$ cat config.mk
export PLATFORM = sky130hd
export DESIGN_NAME = asc_seq_ctrl
export DESIGN_NICKNAME = d
export VERILOG_FILES = /design/src/logic/asc_pkg.sv /design/src/logic/asc_seq_ctrl.sv
export SDC_FILE = /design/constraint.sdc
export NUM_CORES = 1
export LEC_CHECK = 0
export BUFFER_PORTS_ARGS = -buffer_cell sky130_fd_sc_hd__clkbuf_2
export CORE_MARGIN = 1
export CORE_UTILIZATION = 50
export DETAILED_ROUTE_END_ITERATION = 7
export GPL_ROUTABILITY_DRIVEN = 0
export PLACE_DENSITY = 0.77
export SLEW_MARGIN = 20
export SYNTH_ARGS = -nofsm -noshare
export SYNTH_HDL_FRONTEND = slang
export SYNTH_SLANG_ARGS = --single-unit
export TNS_END_PERCENT = 5
$ cat constraint.sdc
create_clock -name pclk -period 2.9 [get_ports pclk]
set_input_delay 0 -clock pclk [delete_from_list [all_inputs] [get_ports pclk]]
set_output_delay 0 -clock pclk [all_outputs]
set_load 0.05 [all_outputs]
$ cat src/logic/asc_pkg.sv
// Shared constants and carriers for the converter sequence controller.
// Assumes an APB master with 32-bit data and a 16-bit byte address.
package asc_pkg;

  // ---------------------------------------------------------------
  // Register map (indices; byte address is four times the index)
  // ---------------------------------------------------------------
  localparam logic [15:0] ASC_IDX_CTRL = 16'h1030;
  localparam logic [15:0] ASC_IDX_RES1 = 16'h1031;
  localparam logic [15:0] ASC_IDX_RES2 = 16'h1032;
  localparam logic [15:0] ASC_IDX_RES3 = 16'h1033;
  localparam logic [15:0] ASC_IDX_RES4 = 16'h1034;
  localparam logic [15:0] ASC_IDX_CFG  = 16'h1035;

  // ---------------------------------------------------------------
  // Control and config register fields and reset values
  // ---------------------------------------------------------------
  localparam int         ASC_BIT_DONE   = 7;
  localparam int         ASC_BIT_ZERO   = 6;
  localparam int         ASC_BIT_SCAN   = 5;
  localparam int         ASC_BIT_GROUP  = 4;
  localparam int         ASC_BIT_PWR    = 0;
  localparam logic       ASC_DONE_RST   = 1'b1;
  localparam logic       ASC_PWR_RST    = 1'b0;

  // ---------------------------------------------------------------
  // Channel codes
  // ---------------------------------------------------------------
  localparam logic [3:0] ASC_CH_IN_LAST = 4'h7;
  localparam logic [3:0] ASC_CH_REF_HI  = 4'hc;
  localparam logic [3:0] ASC_CH_REF_LO  = 4'hd;
  localparam logic [3:0] ASC_CH_REF_MID = 4'he;

  // ---------------------------------------------------------------
  // Conversion timing
  // ---------------------------------------------------------------
  localparam int         ASC_RES_W      = 8;
  localparam int         ASC_SLOTS      = 4;
  localparam int         ASC_REVISIT_US = 64;
  localparam int         ASC_REF_MHZ    = 2;
  localparam int         ASC_CONV_CYC   = ASC_REVISIT_US * ASC_REF_MHZ / ASC_SLOTS;
  localparam int         ASC_SAMPLE_CYC = ASC_CONV_CYC - ASC_RES_W;
  localparam logic [4:0] ASC_CNT_LAST   = 5'(ASC_CONV_CYC - 1);
  localparam logic [4:0] ASC_SAMPLE_END = 5'(ASC_SAMPLE_CYC);
  localparam logic [4:0] ASC_SAMPLE_LST = 5'(ASC_SAMPLE_CYC - 1);
  localparam logic [7:0] ASC_MSB_TRIAL  = 8'h80;

  // ---------------------------------------------------------------
  // Carriers
  // ---------------------------------------------------------------
  typedef struct packed {
    logic [15:0] paddr;
    logic        psel;
    logic        penable;
    logic        pwrite;
    logic [31:0] pwdata;
  } asc_apb_req_t;

  typedef struct packed {
    logic       scan;
    logic       group;
    logic [3:0] sel;
  } asc_ctrl_t;

  typedef enum logic [1:0] {ASC_IDLE, ASC_CONV, ASC_SUSP} asc_state_t;

endpackage

$ cat src/logic/asc_seq_ctrl.sv
// Sequence controller of an 8-bit successive-approximation converter with
// channel mux, four result slots and an APB register file.
// Assumes an external analog mux, DAC array and comparator; cmp_above is
// synchronous to pclk and high when the sampled input is at or above dac_code.
`timescale 1ns/100ps

// Operation
// - Four-bit channel code; 0000 to 0111 route inputs 0 to 7 in order.
// - 1100 high ref, 1101 low ref, 1110 half high ref; others reserved.
// - Single channel, one-shot: convert four times into slots 1 to 4.
// - One-shot stops after fourth result until next control write.
// - Single channel continuous: results overwrite slots cyclically.
// - Group mode: upper code bits pick group, low bits n go to slot n+1.
// - Group one-shot: each of four channels converted exactly once.
// - Group continuous: cycle channels forever, each replacing its own slot.
// - Halt or idle suspends current channel; resume resamples it and continues.
// - Control bit 7 read-only, bit 6 reads zero, rest read and write.
// - Any control write abandons the sequence and restarts with new settings.
// - Control write clears the done flag until the new sequence completes.
// - Done flag set after four results; stays set in continuous scan.
// - Result slots are 8-bit read-only; writes ignored.
// - Each conversion takes 32 clock cycles; a group round takes 128.
// - Sequence begins one clock after the control write.
// - Eight comparisons MSB first, then value moves into its slot.
// - Converter runs only while power-on bit is set.
module asc_seq_ctrl (
  // Clock and reset
  input  wire logic                  pclk,
  input  wire logic                  presetn,
  // APB slave
  input  wire asc_pkg::asc_apb_req_t apb_i,
  output logic [31:0]                prdata,
  output logic                       pready,
  output logic                       pslverr,
  // Low-power modes
  input  wire logic                  halt_req,
  input  wire logic                  idle_req,
  // Analog front end
  input  wire logic                  cmp_above,
  output logic [3:0]                 mux_sel,
  output logic                       mux_en,
  output logic                       sample_en,
  output logic [7:0]                 dac_code,
  output logic                       conv_power
);
  import asc_pkg::*;

  // ---------------------------------------------------------------
  // Helpers
  // ---------------------------------------------------------------
  function automatic logic reg_hit(input logic [15:0] addr, input logic [15:0] idx);
    reg_hit = (addr == {idx[13:0], 2'b00});
  endfunction

  function automatic logic chan_routable(input logic [3:0] code);
    chan_routable = (code <= ASC_CH_IN_LAST) || (code == ASC_CH_REF_HI) ||
                    (code == ASC_CH_REF_LO) || (code == ASC_CH_REF_MID);
  endfunction

  // ---------------------------------------------------------------
  // State
  // ---------------------------------------------------------------
  asc_state_t  st_r, st_nxt;
  logic [4:0]  cnt_r, cnt_nxt;
  logic [1:0]  slot_r, slot_nxt;
  logic [7:0]  dac_r, dac_nxt;
  logic [7:0]  res_r [ASC_SLOTS];
  logic [7:0]  res_nxt [ASC_SLOTS];
  asc_ctrl_t   ctrl_r, ctrl_nxt;
  logic        done_r, done_nxt;
  logic        pwr_r, pwr_nxt;
  logic [3:0]  mux_r, mux_nxt;
  logic        muxen_r, muxen_nxt;
  logic        smp_r, smp_nxt;
  logic [31:0] prdata_r, prdata_nxt;
  logic        pready_r, pready_nxt;
  logic        pslverr_r, pslverr_nxt;
  logic [7:0]  bit_sel;
  logic [7:0]  kept;
  logic        setup, acc, hit_any, wr_ctrl, wr_cfg, susp;

  // ---------------------------------------------------------------
  // APB slave: one wait-free access, registered answer
  // ---------------------------------------------------------------
  assign setup   = apb_i.psel && !apb_i.penable;
  assign acc     = apb_i.psel && apb_i.penable && pready_r;
  assign hit_any = reg_hit(apb_i.paddr, ASC_IDX_CTRL) || reg_hit(apb_i.paddr, ASC_IDX_RES1) ||
                   reg_hit(apb_i.paddr, ASC_IDX_RES2) || reg_hit(apb_i.paddr, ASC_IDX_RES3) ||
                   reg_hit(apb_i.paddr, ASC_IDX_RES4) || reg_hit(apb_i.paddr, ASC_IDX_CFG);
  assign wr_ctrl = acc && apb_i.pwrite && reg_hit(apb_i.paddr, ASC_IDX_CTRL);
  assign wr_cfg  = acc && apb_i.pwrite && reg_hit(apb_i.paddr, ASC_IDX_CFG);

  always_comb begin
    pready_nxt  = setup;
    pslverr_nxt = setup && !hit_any;
    prdata_nxt  = '0;
    if (setup && !apb_i.pwrite) begin
      if (reg_hit(apb_i.paddr, ASC_IDX_CTRL)) begin
        prdata_nxt[ASC_BIT_DONE]  = done_r;
        prdata_nxt[ASC_BIT_ZERO]  = 1'b0;
        prdata_nxt[ASC_BIT_SCAN]  = ctrl_r.scan;
        prdata_nxt[ASC_BIT_GROUP] = ctrl_r.group;
        prdata_nxt[3:0]           = ctrl_r.sel;
      end else if (reg_hit(apb_i.paddr, ASC_IDX_RES1)) begin
        prdata_nxt[7:0] = res_r[0];
      end else if (reg_hit(apb_i.paddr, ASC_IDX_RES2)) begin
        prdata_nxt[7:0] = res_r[1];
      end else if (reg_hit(apb_i.paddr, ASC_IDX_RES3)) begin
        prdata_nxt[7:0] = res_r[2];
      end else if (reg_hit(apb_i.paddr, ASC_IDX_RES4)) begin
        prdata_nxt[7:0] = res_r[3];
      end else if (reg_hit(apb_i.paddr, ASC_IDX_CFG)) begin
        prdata_nxt[ASC_BIT_PWR] = pwr_r;
      end
    end
  end

  always_ff @(posedge pclk or negedge presetn) begin
    if (!presetn) begin
      pready_r  <= 1'b0;
      pslverr_r <= 1'b0;
      prdata_r  <= '0;
    end else begin
      pready_r  <= pready_nxt;
      pslverr_r <= pslverr_nxt;
      prdata_r  <= prdata_nxt;
    end
  end

  // ---------------------------------------------------------------
  // Sequencer, successive approximation and result slots
  // ---------------------------------------------------------------
  assign susp = halt_req || idle_req || !pwr_r;

  always_comb begin
    st_nxt   = st_r;
    cnt_nxt  = cnt_r;
    slot_nxt = slot_r;
    dac_nxt  = dac_r;
    res_nxt  = res_r;
    ctrl_nxt = ctrl_r;
    done_nxt = done_r;
    pwr_nxt  = pwr_r;
    bit_sel  = ASC_MSB_TRIAL >> (cnt_r - ASC_SAMPLE_END);
    kept     = cmp_above ? dac_r : (dac_r & ~bit_sel);
    if (wr_cfg) begin
      pwr_nxt = apb_i.pwdata[ASC_BIT_PWR];
    end
    case (st_r)
      ASC_IDLE: begin
        st_nxt = ASC_IDLE;
      end
      ASC_SUSP: begin
        if (!susp) begin
          st_nxt  = ASC_CONV;
          cnt_nxt = '0;
        end
      end
      ASC_CONV: begin
        if (susp) begin
          st_nxt  = ASC_SUSP;
          cnt_nxt = '0;
          dac_nxt = '0;
        end else begin
          cnt_nxt = cnt_r + 5'd1;
          if (cnt_r == ASC_SAMPLE_LST) begin
            dac_nxt = ASC_MSB_TRIAL;
          end else if (cnt_r >= ASC_SAMPLE_END) begin
            dac_nxt = kept | (bit_sel >> 1);
            if (cnt_r == ASC_CNT_LAST) begin
              res_nxt[slot_r] = kept;
              slot_nxt        = slot_r + 2'd1;
              cnt_nxt         = '0;
              dac_nxt         = '0;
              if (slot_r == 2'd3) begin
                done_nxt = 1'b1;
                if (!ctrl_r.scan) begin
                  st_nxt = ASC_IDLE;
                end
              end
            end
          end
        end
      end
      default: begin
        st_nxt = ASC_IDLE;
      end
    endcase
    if (wr_ctrl) begin
      ctrl_nxt.scan  = apb_i.pwdata[ASC_BIT_SCAN];
      ctrl_nxt.group = apb_i.pwdata[ASC_BIT_GROUP];
      ctrl_nxt.sel   = apb_i.pwdata[3:0];
      done_nxt       = 1'b0;
      slot_nxt       = '0;
      cnt_nxt        = '0;
      dac_nxt        = '0;
      st_nxt         = susp ? ASC_SUSP : ASC_CONV;
    end
    // Group mode takes the group from the upper bits, the slot from the lower
    mux_nxt   = ctrl_nxt.group ? {ctrl_nxt.sel[3:2], slot_nxt} : ctrl_nxt.sel;
    muxen_nxt = (st_nxt == ASC_CONV) && chan_routable(mux_nxt);
    smp_nxt   = (st_nxt == ASC_CONV) && (cnt_nxt < ASC_SAMPLE_END);
  end

  always_ff @(posedge pclk or negedge presetn) begin
    if (!presetn) begin
      st_r    <= ASC_IDLE;
      cnt_r   <= '0;
      slot_r  <= '0;
      dac_r   <= '0;
      ctrl_r  <= '0;
      done_r  <= ASC_DONE_RST;
      pwr_r   <= ASC_PWR_RST;
      mux_r   <= '0;
      muxen_r <= 1'b0;
      smp_r   <= 1'b0;
      for (int i = 0; i < ASC_SLOTS; i++) begin
        res_r[i] <= '0;
      end
    end else begin
      st_r    <= st_nxt;
      cnt_r   <= cnt_nxt;
      slot_r  <= slot_nxt;
      dac_r   <= dac_nxt;
      ctrl_r  <= ctrl_nxt;
      done_r  <= done_nxt;
      pwr_r   <= pwr_nxt;
      mux_r   <= mux_nxt;
      muxen_r <= muxen_nxt;
      smp_r   <= smp_nxt;
      res_r   <= res_nxt;
    end
  end

  assign prdata     = prdata_r;
  assign pready     = pready_r;
  assign pslverr    = pslverr_r;
  assign mux_sel    = mux_r;
  assign mux_en     = muxen_r;
  assign sample_en  = smp_r;
  assign dac_code   = dac_r;
  assign conv_power = pwr_r;

  // ---------------------------------------------------------------
  // Assertions
  // ---------------------------------------------------------------
  logic conv_end;
  assign conv_end = (st_r == ASC_CONV) && !susp && (cnt_r == ASC_CNT_LAST) && !wr_ctrl;

  property p_single_code;
    @(posedge pclk) disable iff (!presetn)
      (st_r == ASC_CONV && !ctrl_r.group) |-> mux_r == ctrl_r.sel;
  endproperty
  a_single_code: assert property (p_single_code) else $error("single channel code wrong");

  property p_group_code;
    @(posedge pclk) disable iff (!presetn)
      (st_r == ASC_CONV && ctrl_r.group) |-> mux_r == {ctrl_r.sel[3:2], slot_r};
  endproperty
  a_group_code: assert property (p_group_code) else $error("group channel code wrong");

  property p_reserved_off;
    @(posedge pclk) disable iff (!presetn)
      (mux_r[3:2] == 2'b10 || mux_r == 4'hf) |-> !mux_en;
  endproperty
  a_reserved_off: assert property (p_reserved_off) else $error("reserved code routed");

  property p_restart;
    @(posedge pclk) disable iff (!presetn)
      (wr_ctrl && !susp) |=> st_r == ASC_CONV && cnt_r == 5'h00 && slot_r == 2'd0 && sample_en;
  endproperty
  a_restart: assert property (p_restart) else $error("write did not restart");

  property p_done_clear;
    @(posedge pclk) disable iff (!presetn)
      wr_ctrl |=> !done_r;
  endproperty
  a_done_clear: assert property (p_done_clear) else $error("write left done flag set");

  property p_slot_advance;
    @(posedge pclk) disable iff (!presetn)
      conv_end |=> slot_r == $past(slot_r) + 2'd1 && res_r[$past(slot_r)] == $past(kept);
  endproperty
  a_slot_advance: assert property (p_slot_advance) else $error("slot not filled in order");

  property p_oneshot_stop;
    @(posedge pclk) disable iff (!presetn)
      (conv_end && slot_r == 2'd3 && !ctrl_r.scan) |=> st_r == ASC_IDLE && done_r;
  endproperty
  a_oneshot_stop: assert property (p_oneshot_stop) else $error("one-shot did not stop");

  property p_scan_go_on;
    @(posedge pclk) disable iff (!presetn)
      (conv_end && slot_r == 2'd3 && ctrl_r.scan) |=> st_r == ASC_CONV && done_r;
  endproperty
  a_scan_go_on: assert property (p_scan_go_on) else $error("scan stopped or flag clear");

  property p_conv_len;
    @(posedge pclk) disable iff (!presetn)
      (st_r == ASC_CONV && cnt_r == ASC_SAMPLE_END && !susp && !wr_ctrl) |->
        !sample_en && dac_r == ASC_MSB_TRIAL;
  endproperty
  a_conv_len: assert property (p_conv_len) else $error("sampling length wrong");

  property p_resume;
    @(posedge pclk) disable iff (!presetn)
      (st_r == ASC_SUSP && !susp && !wr_ctrl) |=> st_r == ASC_CONV && cnt_r == 5'h00 && sample_en;
  endproperty
  a_resume: assert property (p_resume) else $error("resume did not resample");

  property p_power_off;
    @(posedge pclk) disable iff (!presetn)
      !pwr_r |=> st_r != ASC_CONV && !sample_en;
  endproperty
  a_power_off: assert property (p_power_off) else $error("converting while unpowered");

  property p_bit6_zero;
    @(posedge pclk) disable iff (!presetn)
      (pready && apb_i.psel && !apb_i.pwrite && reg_hit(apb_i.paddr, ASC_IDX_CTRL)) |-> !prdata[6];
  endproperty
  a_bit6_zero: assert property (p_bit6_zero) else $error("bit 6 read nonzero");

  property p_slot_ro;
    @(posedge pclk) disable iff (!presetn)
      (acc && apb_i.pwrite && reg_hit(apb_i.paddr, ASC_IDX_RES1) && !conv_end) |=>
        res_r[0] == $past(res_r[0]);
  endproperty
  a_slot_ro: assert property (p_slot_ro) else $error("result slot took a write");

  property p_done_hold;
    @(posedge pclk) disable iff (!presetn)
      (done_r && !wr_ctrl) |=> done_r;
  endproperty
  a_done_hold: assert property (p_done_hold) else $error("done flag dropped");

  c_oneshot: cover property (@(posedge pclk) disable iff (!presetn)
    conv_end && slot_r == 2'd3 && !ctrl_r.scan);
  c_group_scan: cover property (@(posedge pclk) disable iff (!presetn)
    conv_end && slot_r == 2'd3 && ctrl_r.scan && ctrl_r.group);
  c_suspend: cover property (@(posedge pclk) disable iff (!presetn)
    st_r == ASC_SUSP ##1 st_r == ASC_CONV);
  c_abandon: cover property (@(posedge pclk) disable iff (!presetn)
    wr_ctrl && st_r == ASC_CONV && cnt_r != 5'h00);

endmodule // asc_seq_ctrl

==> impl_metrics.env, run 1 <==
export IMPL_clock_tree_buffer_depth=2
export IMPL_synth_area_per_cell_um2=9.519
export IMPL_io_pins=105
export IMPL_cts_sinks=71
export IMPL_fin_util_pct=59.68
export IMPL_critPathArrivalTime_ps=2720
export IMPL_ys_ff_latch=71
export IMPL_grt_pass1_wl_um=12990
export IMPL_cts_made_buffers=9
export IMPL_setup_viol_count_final=0
export IMPL_worst_pin_slew_ps=683.1
export IMPL_regArea_mm2=0.001778
export IMPL_grt_overflow=0
export IMPL_h_tree_depth=3
export IMPL_num_vias=2987
export IMPL_wl_per_cell_um=14.52
export IMPL_placedCellCount=536
export IMPL_status="finished clean"
export IMPL_highest_layer="met4"
export IMPL_critPathKind="reg2reg"
export IMPL_synth_area_mm2=0.003807
export IMPL_rsz0062_at_grt="no"
export IMPL_wl_met3_um=354
export IMPL_startpoint="cnt_r[0]"
export IMPL_r2r_start="cnt_r[0]"
export IMPL_detail_route_antenna_nets=0
export IMPL_cp_max_fo=7
export IMPL_stdcell_count=561
export IMPL_cts_tree="built"
export IMPL_drv_slew=0
export IMPL_cp_end_kind="flip-flop"
export IMPL_cts_root_buf="clkbuf_8"
export IMPL_rows=31
export IMPL_synth_most_common_cell="dfrtp_1"
export IMPL_grt_pass1_vias=2778
export IMPL_drt_iter0_drc=149
export IMPL_synth_common_cells="70 x dfrtp_1, 61 x nand2_1, 57 x o21ai_0"
export IMPL_drt_met1_wl_um=3771
export IMPL_synth_cell_type_count=58
export IMPL_antenna_cells=0
export IMPL_grt_antenna_before_repair=0
export IMPL_fin_nets=524
export IMPL_p_leak_uw=0.002142
export IMPL_async_reset_ff_share_pct=100.0
export IMPL_dieWidth_um=89.26
export IMPL_start_util_pct=52.21
export IMPL_hold_viol_final=0
export IMPL_fp_dieH_um=89.26
export IMPL_ys_seq_area_share_pct=46.70
export IMPL_grt_max_degree=48
export IMPL_syn_to_final_growth_pct=14.29
export IMPL_wl_met2_um=3876
export IMPL_clk_latency_ps=340
export IMPL_cap_violations=0
export IMPL_yosysWarnings=0
export IMPL_io_buffers=54
export IMPL_synth_ff_type="dfrtp_1"
export IMPL_drive_gt1_share_pct=21.86
export IMPL_synthTopCellsByArea="dfrtp_1 46%, o21ai_0 7.5%, nand2_1 6.0%"
export IMPL_core_mm2=0.007292
export IMPL_relSlewSlack_pct=54.08
export IMPL_wl_um=8145
export IMPL_cts_resized=0
export IMPL_critPathRequiredTime_ps=3170
export IMPL_totalPowerFinal_uw=2038
export IMPL_grt_util_all_layers_pct=21.94
export IMPL_viasPerCell=5.324
export IMPL_power_density_mw_per_mm2=468.3
export IMPL_fin_skew_ps=6.478
export IMPL_holdCritStartpoint="halt_req"
export IMPL_syn_inst=400
export IMPL_start_kind="flip-flop"
export IMPL_fmax_mhz=408.9
export IMPL_finalCritPeriodShare_pct=84.32
export IMPL_synth_largest_area_cell="dfrtp_1"
export IMPL_die_area_mm2=0.007967
export IMPL_finalCriticalPeriod_ps=2445
export IMPL_drc=0
export IMPL_fin_setup_tns_ps=0
export IMPL_nFillCells=647
export IMPL_yosysTopAreaCellShare_pct=46.01
export IMPL_multi_input_area_mm2=0.001784
export IMPL_hold_path_class="in2reg"
export IMPL_clkTransAtPathRegs_ps=80
export IMPL_synth_edff_count=0
export IMPL_dr_pass1_iters=4
export IMPL_vdd_drop_max_uv=235.4
export IMPL_dpl_hpwl_um=5715
sequential cells by signal, indices dropped and copies added, names as in the netlist:
name        flops
mux_en          1
slot_r          2
mux_sel         3
dac_code        8
st_r            2
res_r          32
prdata          8
pslverr         1
sample_en       1
ctrl_r          5
done_r          1
cnt_r           5
conv_power      1
pready          1
per-stage QoR:
step	area, µm²	hold slack (ps)	setup WS, ps
2_1_floorplan	3894	-295.6	787.1
3_3_place_gp	4039	7.259	574.9
3_5_place_dp	4039	10.05	540.6
4_1_cts	4352	1.840	478.2
5_1_grt	4352	67.92	351.0
6_report	4352	8.518	454.7
what timing repair did:
action,in CTS,in global routing
endpoints found under the hold margin,34,0
hold buffers,9,0
buffers inserted,0,0
placed cells by master (no fill, tap or decap), types with 10 or more instances in the layout:
cell type and instances:
nand2_1 61, inv_1 18, nor2_1 22, mux2_2 11, ha_1 11, clkbuf_2 53
conb_1 24, dfrtp_1 70, o21ai_0 57, a21oi_1 15, clkbuf_8 10
worst paths after layout:
check	cells past startpoint	slack [ps]	end
worst max-delay path	10	450	mux_en
worst min-delay path	4	9	st_r[0]
worst max register to register	10	450	mux_en
worst min register to register	2	470	res_r[19]
max in group asynchronous	3	1740	dac_code[7]
min in group asynchronous	2	170	pready
final cells by class:
| type | count | area share (%) |
|---|---|---|
| timing repair buffer | 65 | 8.626 |
| clock buffer | 11 | 3.249 |
| clock inverter | 5 | 1.869 |
| inverter | 18 | 1.553 |
| tap | 99 | 2.846 |
| multi-input combinational | 292 | 41.00 |
| sequential | 71 | 40.86 |
critical path: stages (launching register included):
cell,delay [ps]
dfrtp_1,450
ha_1,260
and3_1,200
ha_1,150
o21a_1,130
o211ai_2,110
nor2_2,230
mux2i_1,320
a21oi_1,130
o211a_1,240
nor3_2,150
per-layer routing:
metal / global-route usage, % / vias up
li1: - / 1452
met1: 29.11 / 1442
met2: 36.36 / 82
met3: 2.862 / 11
met4: 9.524 / 0
met5: 0 / -
kinds of logic (layout without fill, tap and decap cells):
logic type,count (synthesis),count (layout),synth area share [%]
and+or+nand+nor,133,133,19.13
other,1,24,0.09849
AOI/OAI and AO/OA,110,110,17.71
muxes,14,14,4.042
DFF,71,71,46.70
buffers and inverters,60,99,8.708
adders and majority gates,11,11,3.615
power breakdown:
part	total, µW	leakage (µW)	switching (µW)	internal, µW
sequential	991	0.000987	0.495	991
clock	884	0.000110	375	508
combinational	163	0.00105	128	35.1
total	2040	0.00214	504	1530
No activity file was read; power rests on OpenSTA's default activity.
==> inputs of run 2 (changes only) <==
ABC_AREA = 1   (was not set)
CORE_UTILIZATION = 48   (was 50)
PLACE_DENSITY = 0.76   (was 0.77)
clock period = 2 ns   (was 2.9 ns; I/O delays follow)
==> run 2 against run 1 <==
- routed wire length up 18%
- clock power grew 62%
- die area grew 11%
- global-route usage is 1.6 points higher
- critical path type unchanged
- flip-flop and latch count did not move
==> impl_metrics.env, run 2 <==
export IMPL_status="finished clean"
export IMPL_reg2reg_depth=15
export IMPL_fin_util_pct=58.83
export IMPL_hold_viol_final=0
export IMPL_cts_sinks=71
export IMPL_relSlewSlack_pct=61.20
export IMPL_yosysTopAreaCellShare_pct=43.21
export IMPL_rows=33
export IMPL_critPathRequiredTime_ps=2280
export IMPL_cp_common_cell="nand2_1"
export IMPL_synth_area_mm2=0.004054
export IMPL_detail_route_antenna_nets=0
export IMPL_cap_violations=0
export IMPL_cp_max_fo=6
export IMPL_syn_to_final_growth_pct=18.64
export IMPL_cts_root_buf="clkbuf_8"
export IMPL_power_density_mw_per_mm2=645.5
export IMPL_largest_reg_flops=32
export IMPL_fmax_mhz=540.5
export IMPL_critPathArrivalTime_ps=2130
export IMPL_finalCriticalPeriod_ps=1850
export IMPL_postCtsSetupRepairBufs=0
export IMPL_final_common_cell="nand2_1"
export IMPL_reg2reg_to="mux_en"
export IMPL_fin_setup_tns_ps=0
export IMPL_cts_made_buffers=9
export IMPL_final_cell_mix="93 x nand2_1, 70 x dfrtp_1, 58 x inv_1"
export IMPL_synthTopCellsByArea="dfrtp_1 43%, nand2_1 8.6%, o21ai_0 6.0%"
export IMPL_grt_pass1_wl_um=16030
export IMPL_syn_inst=488
export IMPL_vdd_drop_max_uv=359.2
export IMPL_drc=0
export IMPL_synth_ff_type="dfrtp_1"
export IMPL_r2r_start="cnt_r[0]"
export IMPL_wl_um=9644
export IMPL_worst_pin_slew_ps=581.9
export IMPL_wl_per_cell_um=14.14
export IMPL_r2r_slack_ps=150
export IMPL_critPathKind="reg2reg"
export IMPL_synth_largest_area_cell="dfrtp_1"
export IMPL_worst_path_max_delay_cell="dfrtp_1"
export IMPL_fin_skew_ps=12.27
export IMPL_dr_pass1_iters=5
export IMPL_grt_overflow=0
export IMPL_core_mm2=0.008175
export IMPL_synth_edff_count=0
export IMPL_fp_dieH_um=93.90
export IMPL_worstPathCellList="buf_4, inv_1, ha_1, nand2_1, inv_1, nand2_2, nand2_4, nand3_2, nor2_4, nand2_1, nand3_1, nand2_1, nand2_1, nand3_1, a21oi_1"
export IMPL_ys_ff_latch=71
export IMPL_drt_iter0_drc=278
export IMPL_nFillCells=712
export IMPL_grt_pass1_vias=3444
export IMPL_dieWidth_um=93.90
export IMPL_start_util_pct=49.59
export IMPL_finalCritPeriodShare_pct=92.50
export IMPL_cts_tree="built"
export IMPL_dpl_hpwl_um=7126
export IMPL_setup_viol_count_final=0
export IMPL_cp_end_kind="flip-flop"
export IMPL_antenna_cells=0
export IMPL_p_leak_uw=0.002362
export IMPL_regMostFlops="res_r"
export IMPL_h_tree_depth=3
export IMPL_fin_nets=639
export IMPL_hold_path_class="in2reg"
export IMPL_drive_gt1_share_pct=25.82
export IMPL_cp_endpoint="mux_en"
export IMPL_startpoint="cnt_r[0]"
export IMPL_io_buffers=54
export IMPL_clk_latency_ps=350
export IMPL_async_reset_ff_share_pct=100.0
export IMPL_yosysWarnings=0
export IMPL_rsz0062_at_grt="yes"
export IMPL_grt_antenna_before_repair=0
export IMPL_cp_slowest_stage_delay_ps=400
export IMPL_viasPerCell=5.251
export IMPL_synth_common_cells="93 x nand2_1, 70 x dfrtp_1, 60 x inv_1"
export IMPL_start_kind="flip-flop"
export IMPL_synth_most_common_cell="nand2_1"
export IMPL_synth_area_per_cell_um2=8.307
export IMPL_num_vias=3581
export IMPL_die_area_mm2=0.008817
export IMPL_grt_max_degree=27
export IMPL_io_pins=105
export IMPL_synth_cell_type_count=39
export IMPL_grt_util_all_layers_pct=23.51
export IMPL_clkTransAtPathRegs_ps=80
export IMPL_clock_tree_buffer_depth=2
export IMPL_drv_slew=0
export IMPL_ys_seq_area_share_pct=43.86
run 2: cell count changes after synthesis, moves of 8 or more:
cell      change
o21ai_0       -8
nor2_1       +12
nand2_1      +32
nand3_1      +26
inv_1        +42
nand2_2      +13
clkbuf_1     -10
run 2: where the power goes:
group / switching, µW / internal, µW
clock network: 588 / 838
registers: 0.905 / 1440
logic: 190 / 50.7
total: 779 / 2330
run 2: cell type report:
type                    instances  area (µm²)  share of cell area (%)
clock inverters                 6       116.4                   2.419
flip-flops and latches         71        1778                   36.97
well taps                     105       131.4                   2.732
multi-input cells             341        1899                   39.49
repair buffers                 82       505.5                   10.51
clock buffers                  10       127.6                   2.653
inverters                      67       251.5                   5.229
run 2: cell families (layout without fill, tap and decap cells):
family / count (synthesis) / in the layout / share of synthesized area, %
XOR/XNOR: 1 / 1 / 0.2161
adder cells (fa/ha/maj): 11 / 11 / 3.395
flip-flops: 71 / 71 / 43.86
other: 1 / 24 / 0.09250
multiplexers: 4 / 4 / 1.111
AND/OR/NAND/NOR: 206 / 206 / 25.71
AO/OA/AOI/OAI: 95 / 95 / 13.70
buffers and inverters: 99 / 165 / 11.91
run 2: critical path, delay by kind of cell, from the launching register on:
kind / cells / cell delay [ps]
adders and majority gates: 1 / 140
buffers and inverters: 3 / 290
and+or+nand+nor: 10 / 810
DFF: 1 / 400
AOI/OAI and AO/OA: 1 / 140
run 2: worst min-delay path by stage:
stage                         start  cells past startpoint           to
after CTS                  halt_req                      4      st_r[0]
after global placement      presetn                      1  dac_code[2]
after detailed placement    presetn                      1  dac_code[4]
after global routing       halt_req                      4      st_r[0]
after floorplan             presetn                      0     cnt_r[0]
final                     apb_i[32]                      4    prdata[0]
run 2: per-layer routing:
metal / vias up / routed length [µm] / GRT usage, %
li1: 1730 / - / -
met1: 1696 / 4252 / 30.58
met2: 139 / 4680 / 39.05
met3: 16 / 521 / 3.560
met4: 0 / 189 / 9.615
met5: - / 0 / 0
run 2: what timing repair did:
item                       in CTS  in global routing
hold endpoints to repair       33                  0
setup endpoints to repair       0                 37
hold buffers                   10                  0
gates resized for setup         0                 10
run 2: through the flow:
stage	hold WS (ps)	area, µm²	total power [µW]	instances	setup WS (ps)
after floorplan	-295.6	4140	1646	511	191.9
final	11.27	4810	3104	682	150.0
after CTS	10.48	4790	3123	682	75.67
after detailed placement	31.34	4446	1691	656	96.98
after global placement	26.89	4446	1687	656	160.8
after global routing	43.63	4810	3193	682	-81.05
